[config.mk]
export PLATFORM = sky130hd
export DESIGN_NAME = rudp_ram_user_data_partition
export DESIGN_NICKNAME = d
export VERILOG_FILES = /design/src/rudp_pkg.sv /design/src/rudp_reg_if.sv /design/src/rudp_region_check.sv /design/src/rudp_axil_slave.sv /design/src/ram_user_data_partition.sv
export SDC_FILE = /design/constraint.sdc
export NUM_CORES = 1
export LEC_CHECK = 0
export ABC_AREA = 1
export BUFFER_PORTS_ARGS = -buffer_cell sky130_fd_sc_hd__buf_2
export CORE_MARGIN = 4
export CORE_UTILIZATION = 40
export DETAILED_ROUTE_END_ITERATION = 6
export GPL_TIMING_DRIVEN = 0
export PLACE_DENSITY_LB_ADDON = 0.3
export SETUP_SLACK_MARGIN = 0.2
export SKIP_CTS_REPAIR_TIMING = 1
export SYNTH_ARGS = -nofsm -noshare
export SYNTH_HDL_FRONTEND = slang
export SYNTH_SLANG_ARGS = --single-unit
[constraint.sdc]
create_clock -name i_sys_clk -period 1.7 [get_ports i_sys_clk]
set_input_delay 0.17 -clock i_sys_clk [delete_from_list [all_inputs] [get_ports i_sys_clk]]
set_output_delay 0.17 -clock i_sys_clk [all_outputs]
set_load 0.05 [all_outputs]
[src/rudp_pkg.sv]
// Overview of operation
// RULE1 - upper sixteen bits always read zero
// RULE2 - bits 15:10 hold writable user base
// RULE3 - bits 9:0 fixed zero, 1 KB steps
// RULE4 - reset clears base; zero means all kernel
// RULE5 - software keeps base above kernel base
// RULE6 - software keeps base within data RAM size
// RULE7 - writes to fixed bits are discarded
`default_nettype none
package rudp_pkg;
  // register offsets on the bus
  localparam logic [7:0] OFS_USER_BASE = 8'h00;
  localparam logic [7:0] OFS_KERNEL_BASE = 8'h04;
  localparam logic [7:0] OFS_RAM_SIZE = 8'h08;
  localparam logic [7:0] OFS_STATUS = 8'h0c;
  // base field layout and reset
  localparam int FIELD_LSB = 10;
  localparam int FIELD_MSB = 15;
  localparam int FIELD_W = 6;
  localparam int FIELD_LANE = 1;
  localparam logic [5:0] FIELD_RST = 6'h00;
  localparam logic [31:0] WORD_RST = 32'h0000_0000;
  // status bit positions
  localparam int ST_REGION_EN = 0;
  localparam int ST_ABOVE_KERNEL = 1;
  localparam int ST_WITHIN_SIZE = 2;
  localparam int ST_FAULT = 3;
  localparam logic [3:0] STATUS_RST = 4'h0;
  // bus responses
  localparam logic [1:0] RESP_OKAY = 2'h0;
  localparam logic [1:0] RESP_SLVERR = 2'h2;

  // true for any mapped register offset
  function automatic logic addr_hit(input logic [7:0] a);
    return (a == OFS_USER_BASE) || (a == OFS_KERNEL_BASE) || (a == OFS_RAM_SIZE) || (a == OFS_STATUS);
  endfunction : addr_hit

  // places a base field into its word, other bits zero
  function automatic logic [31:0] field_word(input logic [5:0] f);
    return {16'h0000, f, 10'h000};
  endfunction : field_word
endpackage : rudp_pkg
`default_nettype wire

[src/rudp_reg_if.sv]
`timescale 1ns/1ps
`default_nettype none
// register access between bus slave and register file
interface rudp_reg_if;
  logic wr_en;
  logic [7:0] wr_addr;
  logic [31:0] wr_data;
  logic [3:0] wr_strb;
  logic [7:0] rd_addr;
  logic [31:0] rd_data;
  modport bus (output wr_en, output wr_addr, output wr_data, output wr_strb, output rd_addr, input rd_data);
  modport regs (input wr_en, input wr_addr, input wr_data, input wr_strb, input rd_addr, output rd_data);
endinterface : rudp_reg_if
`default_nettype wire

[src/rudp_region_check.sv]
`timescale 1ns/1ps
`default_nettype none
module rudp_region_check (
  // programmed fields
  input wire logic [5:0] i_user_field,
  input wire logic [5:0] i_kernel_field,
  input wire logic [31:0] i_ram_size,
  // placement flags
  output logic o_region_en,
  output logic o_above_kernel,
  output logic o_within_size,
  output logic o_fault
);
  logic [31:0] user_word;
  logic [31:0] kernel_word;

  // compare the boundary against kernel base and ram size
  always_comb
  begin
    user_word = rudp_pkg::field_word(i_user_field);
    kernel_word = rudp_pkg::field_word(i_kernel_field);
    o_region_en = (i_user_field != rudp_pkg::FIELD_RST); // RULE4
    o_above_kernel = user_word > kernel_word; // RULE5
    o_within_size = user_word <= i_ram_size; // RULE6
    o_fault = o_region_en && !(o_above_kernel && o_within_size);
  end
endmodule : rudp_region_check
`default_nettype wire

[src/rudp_axil_slave.sv]
`timescale 1ns/1ps
`default_nettype none
module rudp_axil_slave (
  // clock and reset
  input wire logic i_sys_clk,
  input wire logic i_rst_n,
  // write address and data
  input wire logic [7:0] i_awaddr,
  input wire logic i_awvalid,
  output logic o_awready,
  input wire logic [31:0] i_wdata,
  input wire logic [3:0] i_wstrb,
  input wire logic i_wvalid,
  output logic o_wready,
  // write response
  output logic [1:0] o_bresp,
  output logic o_bvalid,
  input wire logic i_bready,
  // read channels
  input wire logic [7:0] i_araddr,
  input wire logic i_arvalid,
  output logic o_arready,
  output logic [31:0] o_rdata,
  output logic [1:0] o_rresp,
  output logic o_rvalid,
  input wire logic i_rready,
  // register side
  rudp_reg_if.bus rif
);
  logic aw_full;
  logic w_full;
  logic commit;

  assign commit = aw_full && w_full && !o_bvalid;
  assign rif.rd_addr = i_araddr;

  // write address holding, released by the response
  always_ff @(posedge i_sys_clk or negedge i_rst_n)
  begin
    if (!i_rst_n)
    begin
      aw_full <= 1'b0;
      o_awready <= 1'b1;
      rif.wr_addr <= 8'h00;
    end
    else if (i_awvalid && o_awready)
    begin
      aw_full <= 1'b1;
      o_awready <= 1'b0;
      rif.wr_addr <= i_awaddr;
    end
    else if (o_bvalid && i_bready)
    begin
      aw_full <= 1'b0;
      o_awready <= 1'b1;
    end
  end

  // write data holding, released by the response
  always_ff @(posedge i_sys_clk or negedge i_rst_n)
  begin
    if (!i_rst_n)
    begin
      w_full <= 1'b0;
      o_wready <= 1'b1;
      rif.wr_data <= 32'h0000_0000;
      rif.wr_strb <= 4'h0;
    end
    else if (i_wvalid && o_wready)
    begin
      w_full <= 1'b1;
      o_wready <= 1'b0;
      rif.wr_data <= i_wdata;
      rif.wr_strb <= i_wstrb;
    end
    else if (o_bvalid && i_bready)
    begin
      w_full <= 1'b0;
      o_wready <= 1'b1;
    end
  end

  // one write pulse and the response once both halves are held
  always_ff @(posedge i_sys_clk or negedge i_rst_n)
  begin
    if (!i_rst_n)
    begin
      rif.wr_en <= 1'b0;
      o_bvalid <= 1'b0;
      o_bresp <= rudp_pkg::RESP_OKAY;
    end
    else
    begin
      rif.wr_en <= commit;
      if (commit)
      begin
        o_bvalid <= 1'b1;
        o_bresp <= rudp_pkg::addr_hit(rif.wr_addr) ? rudp_pkg::RESP_OKAY : rudp_pkg::RESP_SLVERR;
      end
      else if (i_bready)
        o_bvalid <= 1'b0;
    end
  end

  // read: data sampled at the address handshake
  always_ff @(posedge i_sys_clk or negedge i_rst_n)
  begin
    if (!i_rst_n)
    begin
      o_arready <= 1'b1;
      o_rvalid <= 1'b0;
      o_rdata <= 32'h0000_0000;
      o_rresp <= rudp_pkg::RESP_OKAY;
    end
    else if (i_arvalid && o_arready)
    begin
      o_arready <= 1'b0;
      o_rvalid <= 1'b1;
      o_rdata <= rif.rd_data;
      o_rresp <= rudp_pkg::addr_hit(i_araddr) ? rudp_pkg::RESP_OKAY : rudp_pkg::RESP_SLVERR;
    end
    else if (o_rvalid && i_rready)
    begin
      o_rvalid <= 1'b0;
      o_arready <= 1'b1;
    end
  end
endmodule : rudp_axil_slave
`default_nettype wire

[src/ram_user_data_partition.sv]
// Our own choices: the register addresses and the AXI4-Lite slave port.
`timescale 1ns/1ps
`default_nettype none
module rudp_ram_user_data_partition #(
  parameter logic [31:0] DATA_RAM_SIZE = 32'h0000_8000
) (
  // clock and reset
  input wire logic i_sys_clk,
  input wire logic i_rst_n,
  // axi4-lite write address and data
  input wire logic [7:0] i_s_axi_awaddr,
  input wire logic i_s_axi_awvalid,
  output logic o_s_axi_awready,
  input wire logic [31:0] i_s_axi_wdata,
  input wire logic [3:0] i_s_axi_wstrb,
  input wire logic i_s_axi_wvalid,
  output logic o_s_axi_wready,
  // axi4-lite write response
  output logic [1:0] o_s_axi_bresp,
  output logic o_s_axi_bvalid,
  input wire logic i_s_axi_bready,
  // axi4-lite read
  input wire logic [7:0] i_s_axi_araddr,
  input wire logic i_s_axi_arvalid,
  output logic o_s_axi_arready,
  output logic [31:0] o_s_axi_rdata,
  output logic [1:0] o_s_axi_rresp,
  output logic o_s_axi_rvalid,
  input wire logic i_s_axi_rready,
  // partition boundary to the ram arbiter
  output logic [31:0] o_user_data_base_offset,
  output logic [31:0] o_kernel_program_base_offset,
  output logic o_user_region_en,
  output logic o_partition_fault
);
  rudp_reg_if rif ();

  logic [5:0] user_field;
  logic [5:0] kernel_field;
  logic [3:0] status;
  logic chk_en;
  logic chk_above;
  logic chk_within;
  logic chk_fault;
  logic [7:0] rd_addr_q;
  logic rd_hit_q;
  logic wr_lane;
  logic user_wr;
  logic kernel_wr;

  // bus slave
  rudp_axil_slave rudp_axil_slave_i (
    .i_sys_clk(i_sys_clk),
    .i_rst_n(i_rst_n),
    .i_awaddr(i_s_axi_awaddr),
    .i_awvalid(i_s_axi_awvalid),
    .o_awready(o_s_axi_awready),
    .i_wdata(i_s_axi_wdata),
    .i_wstrb(i_s_axi_wstrb),
    .i_wvalid(i_s_axi_wvalid),
    .o_wready(o_s_axi_wready),
    .o_bresp(o_s_axi_bresp),
    .o_bvalid(o_s_axi_bvalid),
    .i_bready(i_s_axi_bready),
    .i_araddr(i_s_axi_araddr),
    .i_arvalid(i_s_axi_arvalid),
    .o_arready(o_s_axi_arready),
    .o_rdata(o_s_axi_rdata),
    .o_rresp(o_s_axi_rresp),
    .o_rvalid(o_s_axi_rvalid),
    .i_rready(i_s_axi_rready),
    .rif(rif.bus)
  );

  // placement checks
  rudp_region_check rudp_region_check_i (
    .i_user_field(user_field),
    .i_kernel_field(kernel_field),
    .i_ram_size(DATA_RAM_SIZE),
    .o_region_en(chk_en),
    .o_above_kernel(chk_above),
    .o_within_size(chk_within),
    .o_fault(chk_fault)
  );

  // byte lane that carries the base field
  assign wr_lane = rif.wr_strb[rudp_pkg::FIELD_LANE];

  // committed writes that reach the base fields
  assign user_wr = rif.wr_en && rif.wr_addr == rudp_pkg::OFS_USER_BASE && wr_lane;
  assign kernel_wr = rif.wr_en && rif.wr_addr == rudp_pkg::OFS_KERNEL_BASE && wr_lane;

  // user base field; only bits 15:10 are stored
  always_ff @(posedge i_sys_clk or negedge i_rst_n)
  begin
    if (!i_rst_n)
      user_field <= rudp_pkg::FIELD_RST; // RULE4
    else if (rif.wr_en && rif.wr_addr == rudp_pkg::OFS_USER_BASE && wr_lane)
      user_field <= rif.wr_data[rudp_pkg::FIELD_MSB:rudp_pkg::FIELD_LSB]; // RULE2 RULE7
  end

  // kernel program base field, same layout
  always_ff @(posedge i_sys_clk or negedge i_rst_n)
  begin
    if (!i_rst_n)
      kernel_field <= rudp_pkg::FIELD_RST;
    else if (rif.wr_en && rif.wr_addr == rudp_pkg::OFS_KERNEL_BASE && wr_lane)
      kernel_field <= rif.wr_data[rudp_pkg::FIELD_MSB:rudp_pkg::FIELD_LSB];
  end

  // registered placement status
  always_ff @(posedge i_sys_clk or negedge i_rst_n)
  begin
    if (!i_rst_n)
      status <= rudp_pkg::STATUS_RST;
    else
    begin
      status[rudp_pkg::ST_REGION_EN] <= chk_en;
      status[rudp_pkg::ST_ABOVE_KERNEL] <= chk_above; // RULE5
      status[rudp_pkg::ST_WITHIN_SIZE] <= chk_within; // RULE6
      status[rudp_pkg::ST_FAULT] <= chk_fault;
    end
  end

  // boundary outputs, fixed bits are constant zero
  always_ff @(posedge i_sys_clk or negedge i_rst_n)
  begin
    if (!i_rst_n)
    begin
      o_user_data_base_offset <= rudp_pkg::WORD_RST; // RULE4
      o_kernel_program_base_offset <= rudp_pkg::WORD_RST;
      o_user_region_en <= 1'b0;
      o_partition_fault <= 1'b0;
    end
    else
    begin
      o_user_data_base_offset <= rudp_pkg::field_word(user_field); // RULE1 RULE3
      o_kernel_program_base_offset <= rudp_pkg::field_word(kernel_field);
      o_user_region_en <= chk_en; // RULE4
      o_partition_fault <= chk_fault; // RULE5 RULE6
    end
  end

  // read mux; unmapped offsets read zero
  always_comb
  begin
    case (rif.rd_addr)
      rudp_pkg::OFS_USER_BASE: rif.rd_data = rudp_pkg::field_word(user_field); // RULE1 RULE3
      rudp_pkg::OFS_KERNEL_BASE: rif.rd_data = rudp_pkg::field_word(kernel_field);
      rudp_pkg::OFS_RAM_SIZE: rif.rd_data = DATA_RAM_SIZE;
      rudp_pkg::OFS_STATUS: rif.rd_data = {28'h000_0000, status};
      default: rif.rd_data = 32'h0000_0000;
    endcase
  end

  // helper: address of the read being answered
  always_ff @(posedge i_sys_clk or negedge i_rst_n)
  begin
    if (!i_rst_n)
    begin
      rd_addr_q <= 8'h00;
      rd_hit_q <= 1'b0;
    end
    else if (i_s_axi_arvalid && o_s_axi_arready)
    begin
      rd_addr_q <= i_s_axi_araddr;
      rd_hit_q <= rudp_pkg::addr_hit(i_s_axi_araddr);
    end
  end

  // upper half of the user base reads zero
  chk_upper_zero: assert property ( // RULE1
    @(posedge i_sys_clk) disable iff (!i_rst_n)
    o_s_axi_rvalid && rd_addr_q == rudp_pkg::OFS_USER_BASE |-> o_s_axi_rdata[31:16] == 16'h0000)
    else $error("user base upper half not zero");

  // low ten bits read zero
  chk_low_fixed: assert property ( // RULE3
    @(posedge i_sys_clk) disable iff (!i_rst_n)
    o_s_axi_rvalid && rd_addr_q == rudp_pkg::OFS_USER_BASE |-> o_s_axi_rdata[9:0] == 10'h000)
    else $error("user base low bits not zero");

  // a write to the field lands on the output two edges later
  chk_field_write: assert property ( // RULE2
    @(posedge i_sys_clk) disable iff (!i_rst_n)
    rif.wr_en && rif.wr_addr == rudp_pkg::OFS_USER_BASE && wr_lane
    |-> ##2 o_user_data_base_offset[15:10] == $past(rif.wr_data[15:10], 2))
    else $error("user base write not stored");

  // writes that miss the lane or register leave the field alone
  chk_field_hold: assert property ( // RULE7
    @(posedge i_sys_clk) disable iff (!i_rst_n)
    !(rif.wr_en && rif.wr_addr == rudp_pkg::OFS_USER_BASE && wr_lane) |=> $stable(user_field))
    else $error("user base changed without a write");

  // no write ever sets fixed or unimplemented bits
  chk_fixed_bits: assert property ( // RULE7
    @(posedge i_sys_clk) disable iff (!i_rst_n)
    rif.wr_en ##1 1'b1 ##1 1'b1 |-> o_user_data_base_offset[31:16] == 16'h0000
    && o_user_data_base_offset[9:0] == 10'h000)
    else $error("fixed bits of user base written");

  // after reset release the base is zero and no user region exists
  chk_reset_zero: assert property ( // RULE4
    @(posedge i_sys_clk) disable iff (!i_rst_n)
    $rose(i_rst_n) |-> user_field == 6'h00 && o_user_data_base_offset == 32'h0000_0000 && !o_user_region_en)
    else $error("user base not cleared by reset");

  // region flag follows the field one edge later
  chk_region_flag: assert property ( // RULE4
    @(posedge i_sys_clk) disable iff (!i_rst_n)
    ##1 o_user_region_en == ($past(user_field) != 6'h00))
    else $error("region flag wrong");

  // fault flag rises for a boundary at or below the kernel base
  chk_fault_flag: assert property ( // RULE5
    @(posedge i_sys_clk) disable iff (!i_rst_n)
    $past(user_field) != 6'h00 && $past(kernel_field) >= $past(user_field) |-> o_partition_fault)
    else $error("fault not raised below kernel base");

  // read answer follows the address handshake by one edge with the matching response code
  chk_read_answer: assert property (
    @(posedge i_sys_clk) disable iff (!i_rst_n)
    i_s_axi_arvalid && o_s_axi_arready |=> o_s_axi_rvalid && (o_s_axi_rresp == rudp_pkg::RESP_OKAY) == rd_hit_q)
    else $error("read answer late or wrong response");

  // read data held while the master stalls
  chk_read_hold: assert property (
    @(posedge i_sys_clk) disable iff (!i_rst_n)
    o_s_axi_rvalid && !i_s_axi_rready |=> o_s_axi_rvalid && $stable(o_s_axi_rdata))
    else $error("read data dropped under stall");

  // boundary beyond the ram size raises the fault
  chk_size_fault: assert property ( // RULE6
    @(posedge i_sys_clk) disable iff (!i_rst_n)
    $past(user_field) != 6'h00 && rudp_pkg::field_word($past(user_field)) > DATA_RAM_SIZE |-> o_partition_fault)
    else $error("fault not raised beyond ram size");

  // zero field or legal placement keeps the fault low
  chk_fault_clear: assert property ( // RULE4
    @(posedge i_sys_clk) disable iff (!i_rst_n)
    $past(user_field) == 6'h00 || ($past(kernel_field) < $past(user_field)
    && rudp_pkg::field_word($past(user_field)) <= DATA_RAM_SIZE) |-> !o_partition_fault)
    else $error("fault raised for legal placement");

  // a kernel base write lands on its output two edges later
  chk_kernel_write: assert property (
    @(posedge i_sys_clk) disable iff (!i_rst_n)
    kernel_wr |-> ##2 o_kernel_program_base_offset[15:10] == $past(rif.wr_data[15:10], 2))
    else $error("kernel base write not stored");

  // kernel field changes only on its own write
  chk_kernel_hold: assert property (
    @(posedge i_sys_clk) disable iff (!i_rst_n)
    !kernel_wr |=> $stable(kernel_field))
    else $error("kernel base changed without a write");

  // write response held while the master stalls
  chk_resp_hold: assert property (
    @(posedge i_sys_clk) disable iff (!i_rst_n)
    o_s_axi_bvalid && !i_s_axi_bready |=> o_s_axi_bvalid && $stable(o_s_axi_bresp))
    else $error("write response dropped under stall");

  // one register write per response
  chk_write_pulse: assert property (
    @(posedge i_sys_clk) disable iff (!i_rst_n)
    rif.wr_en == $rose(o_s_axi_bvalid))
    else $error("write pulse not paired with response");

  // response code follows the address map
  chk_write_resp: assert property (
    @(posedge i_sys_clk) disable iff (!i_rst_n)
    $rose(o_s_axi_bvalid)
    |-> (o_s_axi_bresp == rudp_pkg::RESP_OKAY) == rudp_pkg::addr_hit(rif.wr_addr))
    else $error("write response code wrong");

  // no new write taken while a response is pending
  chk_busy_ready: assert property (
    @(posedge i_sys_clk) disable iff (!i_rst_n)
    o_s_axi_bvalid |-> !o_s_axi_awready && !o_s_axi_wready)
    else $error("write accepted during pending response");

  // size register reads the configured ram size
  chk_size_read: assert property ( // RULE6
    @(posedge i_sys_clk) disable iff (!i_rst_n)
    o_s_axi_rvalid && rd_addr_q == rudp_pkg::OFS_RAM_SIZE |-> o_s_axi_rdata == DATA_RAM_SIZE)
    else $error("ram size read wrong");

  // unmapped reads give zero and an error code
  chk_unmapped_read: assert property (
    @(posedge i_sys_clk) disable iff (!i_rst_n)
    o_s_axi_rvalid && !rd_hit_q
    |-> o_s_axi_rdata == 32'h0000_0000 && o_s_axi_rresp == rudp_pkg::RESP_SLVERR)
    else $error("unmapped read not refused");

  // main scenarios
  cov_user_region: cover property (
    @(posedge i_sys_clk) disable iff (!i_rst_n) $rose(o_user_region_en));
  cov_fault: cover property (
    @(posedge i_sys_clk) disable iff (!i_rst_n) $rose(o_partition_fault));
  cov_read_base: cover property (
    @(posedge i_sys_clk) disable iff (!i_rst_n)
    o_s_axi_rvalid && rd_addr_q == rudp_pkg::OFS_USER_BASE && o_s_axi_rdata != 32'h0000_0000);
  cov_unmapped: cover property (
    @(posedge i_sys_clk) disable iff (!i_rst_n) o_s_axi_bvalid && o_s_axi_bresp == rudp_pkg::RESP_SLVERR);
  cov_lane_skip: cover property (
    @(posedge i_sys_clk) disable iff (!i_rst_n) rif.wr_en && rif.wr_addr == rudp_pkg::OFS_USER_BASE && !wr_lane);
endmodule : rudp_ram_user_data_partition
`default_nettype wire

* Yosys cells after proc, flatten, opt, wreduce, memory -nomap -nowiden
Index checks and enable logic that the tools add are counted.
Cells by class: mux-type cells 15, magnitude comparators 2, reductions and logical operators 28, equality and inequality tests 6
Operators by type and width (count):
- 16-bit one-hot mux with 4 select lines | 1
- 8-bit by 4-bit == test with 1-bit output, second input constant | 4
- 8-bit by 3-bit == test with 1-bit output, second input constant | 2
- 16-bit greater-than comparator | 1
- 16-bit less-or-equal comparator, second input constant | 1
- 8-bit zero test | 2
- 1-bit logical AND | 13
- 1-bit 2-to-1 mux | 12
- 2-bit nonzero test | 4
- 1-bit logical OR | 6
- 6-bit nonzero test | 1
- 2-bit 2-to-1 mux | 2
- 1-bit zero test | 2
Word-level totals: output and inout bits 107, bits in registers 100, bits of input ports 59

* Depth between registers and ports, before layout
Gate-level depths: netlist (run 1).
word-level depth 5, depth in mapped cells 10

* Hierarchy
A second synthesis (run 1) with hierarchy kept.
Second synthesis, totals: cells, all modules 664, area total of the unflattened synthesis 5520.3 um^2
By module, submodules not included:
- rudp_axil_slave | area each 3442.1 um^2, cells an instance 384, times used 1
- rudp_ram_user_data_partition | area each 1498.9 um^2, cells an instance 175, times used 1
- rudp_region_check | area each 579.3 um^2, cells an instance 105, times used 1

* Least setup slack after synthesis (run 1)
OpenSTA, ideal clock, no wires.
path type register -> register, from register rudp_axil_slave_i.o_awready, to register rudp_axil_slave_i.rif.wr_addr[6], clock period less this slack 1.409 ns, slack 0.291 ns, library setup time 0.125 ns, buffers on the path 1, arrival time 1.284 ns, cell stages (with the launch flop) 4, required time 1.575 ns, cells stage by stage dfstp_2 -> nand2_1 -> buf_2 -> mux2_2
On the way: word-level cells in the longest chain between the ends 1
Ends and longest elaborated chain:
- from (decl) | RTL line rudp_axil_slave.sv:10 | output logic o_awready,
- from (signal assigned) | RTL line rudp_axil_slave.sv:43 | o_awready <= 1'b1;
- from (signal assigned) | RTL line rudp_axil_slave.sv:49 | o_awready <= 1'b0;
- from (signal assigned) | RTL line rudp_axil_slave.sv:55 | o_awready <= 1'b1;
- 1-bit logical AND | RTL line rudp_axil_slave.sv:46 | else if (i_awvalid && o_awready)
- to (signal assigned) | RTL line rudp_axil_slave.sv:50 | rif.wr_addr <= i_awaddr;
- to (decl) | RTL line rudp_reg_if.sv:11 | modport bus (output wr_en, output wr_addr, output wr_data, output wr_strb, output rd_addr, input rd_data);
Every way passes these cells. A chain may end at the register's enable or synchronous reset.

* Worst setup path in the final report (run 1)
from register user_field[5], to register o_partition_fault
On the way: word-level cells in the longest chain between the ends 4
Ends and longest elaborated chain:
- from (decl) | RTL line ram_user_data_partition.sv:38 | logic [5:0] user_field;
- from (signal assigned) | RTL line ram_user_data_partition.sv:97 | user_field <= rudp_pkg::FIELD_RST;
- from (signal assigned) | RTL line ram_user_data_partition.sv:99 | user_field <= rif.wr_data[rudp_pkg::FIELD_MSB:rudp_pkg::FIELD_LSB];
- 16-bit greater-than comparator / 16-bit less-or-equal comparator (equally long branches) | RTL line rudp_region_check.sv:23, rudp_region_check.sv:24
- 1-bit logical AND | RTL line rudp_region_check.sv:25 | o_fault = o_region_en && !(o_above_kernel && o_within_size);
- 1-bit zero test | RTL line rudp_region_check.sv:25
- 1-bit logical AND (*) | RTL line rudp_region_check.sv:25
- via chk_fault | RTL line ram_user_data_partition.sv:44 | logic chk_fault;
- to (signal assigned) | RTL line ram_user_data_partition.sv:140 | o_partition_fault <= chk_fault;
- to (decl) | RTL line ram_user_data_partition.sv:34 | output logic o_partition_fault
The timed path passes the listed nets; every way through them passes the cells marked *.

==> flow_summary.yaml, run 1 <==
route:
  wl_met1_mm: 2.43
  vias: 2294
  wl_mm: 6.02
  first_pass_iters: 7
  wl_met2_mm: 2.97
  route.detailed.drc: 0
  viasPerCell: 3.90
  met3_length_um: 552
  drt_iter0_drc: 61
  postRouteAntennaNets: 0
  wl_per_cell_um: 10.2
  dr.max_layer_used: "met4"
finish:
  diodes: 0
  layout.nets: 546
  n_fill_cell: 734
  ff_latch_area_um2: 1580
  layout-area-overhead-vs-synth_pct: 30.7
  layout.core_utilization_pct: 53.3
  drive_gt1_share_pct: 37.9
  multiInputGateArea_um2: 1140
global_routing:
  grt_max_degree: 64
  grt_overflow: 0
  grt_pass1_vias: 2008
  grt_antenna_before_repair: 0
  grt_pass1_wl_mm: 9.25
  groute.usage.overall_pct: 13.2
logic_synthesis:
  synth_cells: 331
  synth-compound-area-share_pct: 4.63
  yosys_warnings: 0
  avgSynthCellArea_um2: 9.47
  syn_area_um2: 3140
  synthDistinctLibCells: 21
  synth_xor_xnor_area_share_pct: 0
  synth_top_family_by_area: "buffers and inverters"
  synthSimpleGateAreaFrac_pct: 15.9
  ys_ff_latch: 63
  yosys.area_share.adder_pct: 2.39
  synthMuxAreaShare_pct: 4.31
  yosysSeqAreaShare_pct: 50.4
worst_setup_path:
  path_buf_inv: 0
  crit_required_ns: 1.92
  critical_path.max_stage_delay_ns: 0.44
  crit_top_cell: "nand2_1"
  worstPathArrival_ns: 1.63
  crit_type: "flop to flop"
  path_max_fanout: 5
  slowest_stage: "dfrtp_2"
  cp-end-kind: "flop"
  crit_family: "simple AND/OR/NAND/NOR gates"
  start_kind: "flop"
  path_cells: "ha_1, nand2_1, nor2_2, nand2_1, nand3_1, nand2_1, nand2_1, nand2_1"
timing:
  tns_ns: 0
  skew_ns: 0.0127
  rsz0062_at_grt: "no"
  tightestPinTransition_ns: 0.773
  fin_hold_ws_ns: 0.0317
  setup_viol: 0
  max_freq_ghz: 0.709
  worst_slack_ns: 0.289
  final_max_slew_viol_count: 0
  hold_viol_final: 0
  fin_crit_sh_pct: 83.0
  period_needed_ns: 1.41
  timing.max_slew.rel_slack_pct: 48.5
power:
  seqPwrFrac_pct: 40.6
  p_sw_share_pct: 37.1
  peakVddDrop_mv: 0.809
  p_sw_uw: 1890
  pwr-share-clk_pct: 27.6
  p_per_area_nw_per_um2: 1240
  leakagePower_uw: 0.00241
  comb_power_share_pct: 31.8
  p_int_uw: 3210
clock_network:
  cts.sinks: 63
  cts_tree: "done"
  clkSlewWorstSetupHoldPaths_ns: 0.07
  numCtsBuffers: 9
  clk_path_buf_depth: 2
  clkLatencyLatePin_ns: 0.33
  cts_root_buf: "clkbuf_8"
  htreeDepth: 3
floorplanning:
  core_um2: 7690
  die_h_um: 96.5
  num_rows: 32
  die_w_um: 96.5
  die-area_um2: 9320
  ioPinCount: 166
  start_util_pct: 40.8
flow_run:
  max_cap_violations: 0
placement:
  hpwlAfterDp_mm: 4.67
  dp_slack_ns: 0.256
  gp_congestion: 0.795
  port_buffers: 60
outcome:
  status: "completed"
hold_path:
  hold_class: "input port to flop"
[final timing paths]
check                           startpoint                          endpoint  slack (ns)  cells after the start
setup / recovery             user_field[5]                 o_partition_fault        0.29                      8
hold / removal              i_s_axi_bready        rudp_axil_slave_i.o_bvalid        0.03                      2
setup reg to reg             user_field[5]                 o_partition_fault        0.29                      8
hold reg to reg            kernel_field[1]  o_kernel_program_base_offset[11]        0.42                      0
max in group asynchronous          i_rst_n                     user_field[5]        0.68                      2
min in group asynchronous          i_rst_n      rudp_axil_slave_i.o_rdata[2]        0.47                      2
[power groups by stage]
stage	Combinational, uW	Sequential, uW	Clock [uW]
floorplan	1020	2380	0
global placement	1590	2090	0
detailed placement	1610	2100	0
CTS	1620	2070	1440
global route	1780	2130	1520
finish	1620	2070	1410
[cell usage in the layout (no fill, tap or decap), types with 4 or more instances in the layout]
cell type and count:
conb_1 76, nand2_1 81, o21ai_0 18, o21ai_2 4
dfrtp_1 59, clkbuf_8 10, nand3_1 10, mux2_2 12
buf_4 80, buf_2 61, inv_1 27, nor2_2 5
ha_1 6, nor2_1 13, a21oi_1 4
[cell type report]
cell class / instances / area share, %
Multi-Input combinational cell: 236 / 27.9
Buffer: 79 / 14.4
Timing Repair Buffer: 64 / 8.18
Clock inverter: 4 / 1.71
Clock buffer: 12 / 3.54
Inverter: 28 / 2.56
Tap cell: 102 / 3.11
Sequential cell: 63 / 38.6
[per-stage QoR]
stage	cells	power, uW	area, um^2
floorplan	406	3400	3420
CTS	584	5130	4060
finish	588	5100	4100
global route	588	5420	4100
global placement	568	3680	3840
detailed placement	568	3710	3840
[worst register-to-register path, stage by stage (launching register included)]
cell and delay (ns):
dfrtp_2 0.44, ha_1 0.31, nand2_1 0.09, nor2_2 0.15, nand2_1 0.07, nand3_1 0.06
nand2_1 0.08, nand2_1 0.06, nand2_1 0.05
[synth_stat cells, drive strengths merged]
cell type  count  area share, %
a21oi          4           0.64
buf           79             19
clkinv         1           0.12
conb           1           0.12
dfrtp         60             48
dfstp          3            2.5
ha             6            2.4
inv           27            3.2
mux2          12            4.3
nand2         81            9.7
nand3         10            1.6
nand4          4            1.3
nor2          20            3.2
nor3           1           0.16
o21ai         22            4.0
[state kept, by name, indices dropped and copies added (netlist names), 3 cells and up]
| name | cells |
|---|---|
| kernel_field | 6 |
| o_kernel_program_base_offset | 6 |
| status | 3 |
| rudp_axil_slave_i.o_rdata | 10 |
| rudp_axil_slave_i.rif.wr_addr | 8 |
| rudp_axil_slave_i.rif.wr_data | 6 |
| o_user_data_base_offset | 6 |
| user_field | 6 |
[logic make-up (layout without fill, tap and decap cells)]
family	count (synthesis)	in the layout
DFF	63	63
adders and majority gates	6	6
AOI/OAI and AO/OA	26	26
and+or+nand+nor	116	116
buffers and inverters	107	187
other	1	76
muxes	12	12
[routing by layer]
| layer | global-route usage (%) | vias up |
|---|---|---|
| met5 | 0 | - |
| met3 | 4.34 | 7 |
| met1 | 16.0 | 1011 |
| met4 | 5.61 | 0 |
| li1 | - | 1197 |
| met2 | 21.7 | 79 |
Note: power is estimated with default switching activity, not from simulation.
==> inputs of run 2 (changes only) <==
==> constraint.sdc (replaced) <==
create_clock -name i_sys_clk -period 1.4 [get_ports i_sys_clk]
set_input_delay 0.14 -clock i_sys_clk [delete_from_list [all_inputs] [get_ports i_sys_clk]]
set_output_delay 0.14 -clock i_sys_clk [all_outputs]
set_load 0.05 [all_outputs]
==> run 2 against run 1 <==
  * Critical path depth unchanged
  * Maximum frequency up 11%
  * Hold slack worse by 0.027 ns
  * Clock power up 35%
  * Combinational power up 40%
  * Utilization up 3.9 points
  * Total power up 32%
  * Wire length up 7.4%
  * Highest routed layer unchanged
  * Register-to-register slack worse by 0.16 ns
  * Die area unchanged
  * Clock-buffer cell count down 3
  * Via count up 3.5%
==> flow_summary.yaml, run 2 (same netlist as run 1, synthesis figures left out) <==
finish:
  layout-area-overhead-vs-synth_pct: 40.3
  diodes: 0
  final_common_cell: "buf_4"
  largest_register_ffs: 10
  final_cell_mix: "buf_4 (93), conb_1 (76), nand2_1 (70)"
  top_register: "rudp_axil_slave_i.o_rdata"
  top_regs: "rudp_axil_slave_i.o_rdata (10), rudp_axil_slave_i.rif.wr_addr (8)"
  drive_gt1_share_pct: 44.7
  layout.nets: 561
  final_cells: 603
  layout.core_utilization_pct: 57.2
timing:
  timing.max_slew.rel_slack_pct: 48.5
  fin_hold_ws_ns: 0.00502
  skew_ns: 0.0138
  max_freq_ghz: 0.784
  hold_viol_final: 0
  setup_viol: 0
  tightestPinTransition_ns: 0.773
  rsz0062_at_grt: "yes"
  tns_ns: 0
  fin_crit_sh_pct: 91.1
  final_max_slew_viol_count: 0
  period_needed_ns: 1.27
global_routing:
  grt_max_degree: 64
  groute.usage.overall_pct: 13.1
  grt_pass1_vias: 2066
  grt_overflow: 0
  grt_pass1_wl_mm: 9.17
  grt_antenna_before_repair: 0
power:
  p_per_area_nw_per_um2: 1530
  p_int_uw: 4250
  seqPwrFrac_pct: 38.1
  leakagePower_uw: 0.00255
  comb_power_share_pct: 33.5
  pwr-share-clk_pct: 28.3
  p_sw_uw: 2480
  peakVddDrop_mv: 1.22
  finalPower_uw: 6730
  p_sw_share_pct: 36.8
floorplanning:
  die_h_um: 96.5
  start_util_pct: 40.8
  die-area_um2: 9320
  num_rows: 32
  die_w_um: 96.5
  core_um2: 7690
  ioPinCount: 166
route:
  vias: 2375
  postRouteAntennaNets: 0
  wl_per_cell_um: 10.7
  viasPerCell: 3.94
  wl_mm: 6.46
  drt_iter0_drc: 103
  route.detailed.drc: 0
  first_pass_iters: 4
clock_network:
  clkSlewWorstSetupHoldPaths_ns: 0.08
  htreeDepth: 3
  clkLatencyLatePin_ns: 0.34
  cts.sinks: 63
  cts_root_buf: "clkbuf_8"
  clk_path_buf_depth: 2
  numCtsBuffers: 9
  cts_tree: "done"
flow_run:
  max_cap_violations: 0
worst_setup_path:
  path_max_fanout: 3
  cp-end-kind: "flop"
  start_kind: "flop"
  crit_required_ns: 1.64
  crit_type: "flop to flop"
  worstPathArrival_ns: 1.51
placement:
  hpwlAfterDp_mm: 4.72
  port_buffers: 60
  dp_cells: 568
  gp_congestion: 0.790
outcome:
  status: "completed"
hold_path:
  hold_class: "input port to flop"
run 2: changes by cell type in the layout (fill, tap and decap cells not counted), sizes merged:
cell	before	now
clkbuf	12	9
bufinv	2	3
clkinv	3	5
buf	142	156
nor2	20	21
run 2: power by group through the flow:
stage	Combinational, uW	Sequential [uW]	Clock (uW)
6_report	2260	2570	1910
5_1_grt	2450	2620	2030
4_1_cts	2040	2540	1960
3_5_place_dp	2020	2580	0
3_3_place_gp	1990	2560	0
2_1_floorplan	1290	2910	0
run 2: metal layers:
metal | vias to the layer above | global-route usage, % | share of wire (%)
met5 | - | 0 | 0
met4 | 0 | 6.31 | 1.2
met3 | 7 | 3.41 | 6.4
met2 | 78 | 22.0 | 52
met1 | 1072 | 15.5 | 41
li1 | 1218 | - | -
run 2: worst paths after layout:
path	from	endpoint	slack [ns]	depth (start not counted)
worst max register to register	user_field[5]	o_partition_fault	0.13	8
worst min-delay path	i_s_axi_bready	rudp_axil_slave_i.o_bvalid	0.005	2
worst min register to register	kernel_field[1]	o_kernel_program_base_offset[11]	0.41	0
min in group asynchronous	i_rst_n	rudp_axil_slave_i.rif.wr_data[13]	0.41	2
max in group asynchronous	i_rst_n	user_field[3]	0.41	2
worst max-delay path	user_field[5]	o_partition_fault	0.13	8
run 2: layout make-up:
cell class              instances  area, um^2
fillers                       710        3290
flip-flops and latches         63        1590
multi-input cells             237        1260
plain buffers                  79         604
repair buffers                 78         474
well taps                     102         128
clock buffers                   9         124
clock inverters                 7         121
inverters                      28         106
run 2: stage by stage:
stage | cell area (um^2) | setup WS [ns]
floorplan | 3460 | 0.0838
global placement | 3890 | 0.0166
detailed placement | 3890 | -0.0102
CTS | 4140 | 0.0224
global route | 4400 | 0.0704
finish | 4400 | 0.125
run 2: critical path: stages (launching register included):
cell and delay [ns]:
dfrtp_1 0.43, ha_4 0.31, nand2_4 0.06, nor2_4 0.11, nand2_2 0.06, nand3_2 0.05
nand2_2 0.06, nand2_1 0.05, nand2_1 0.05
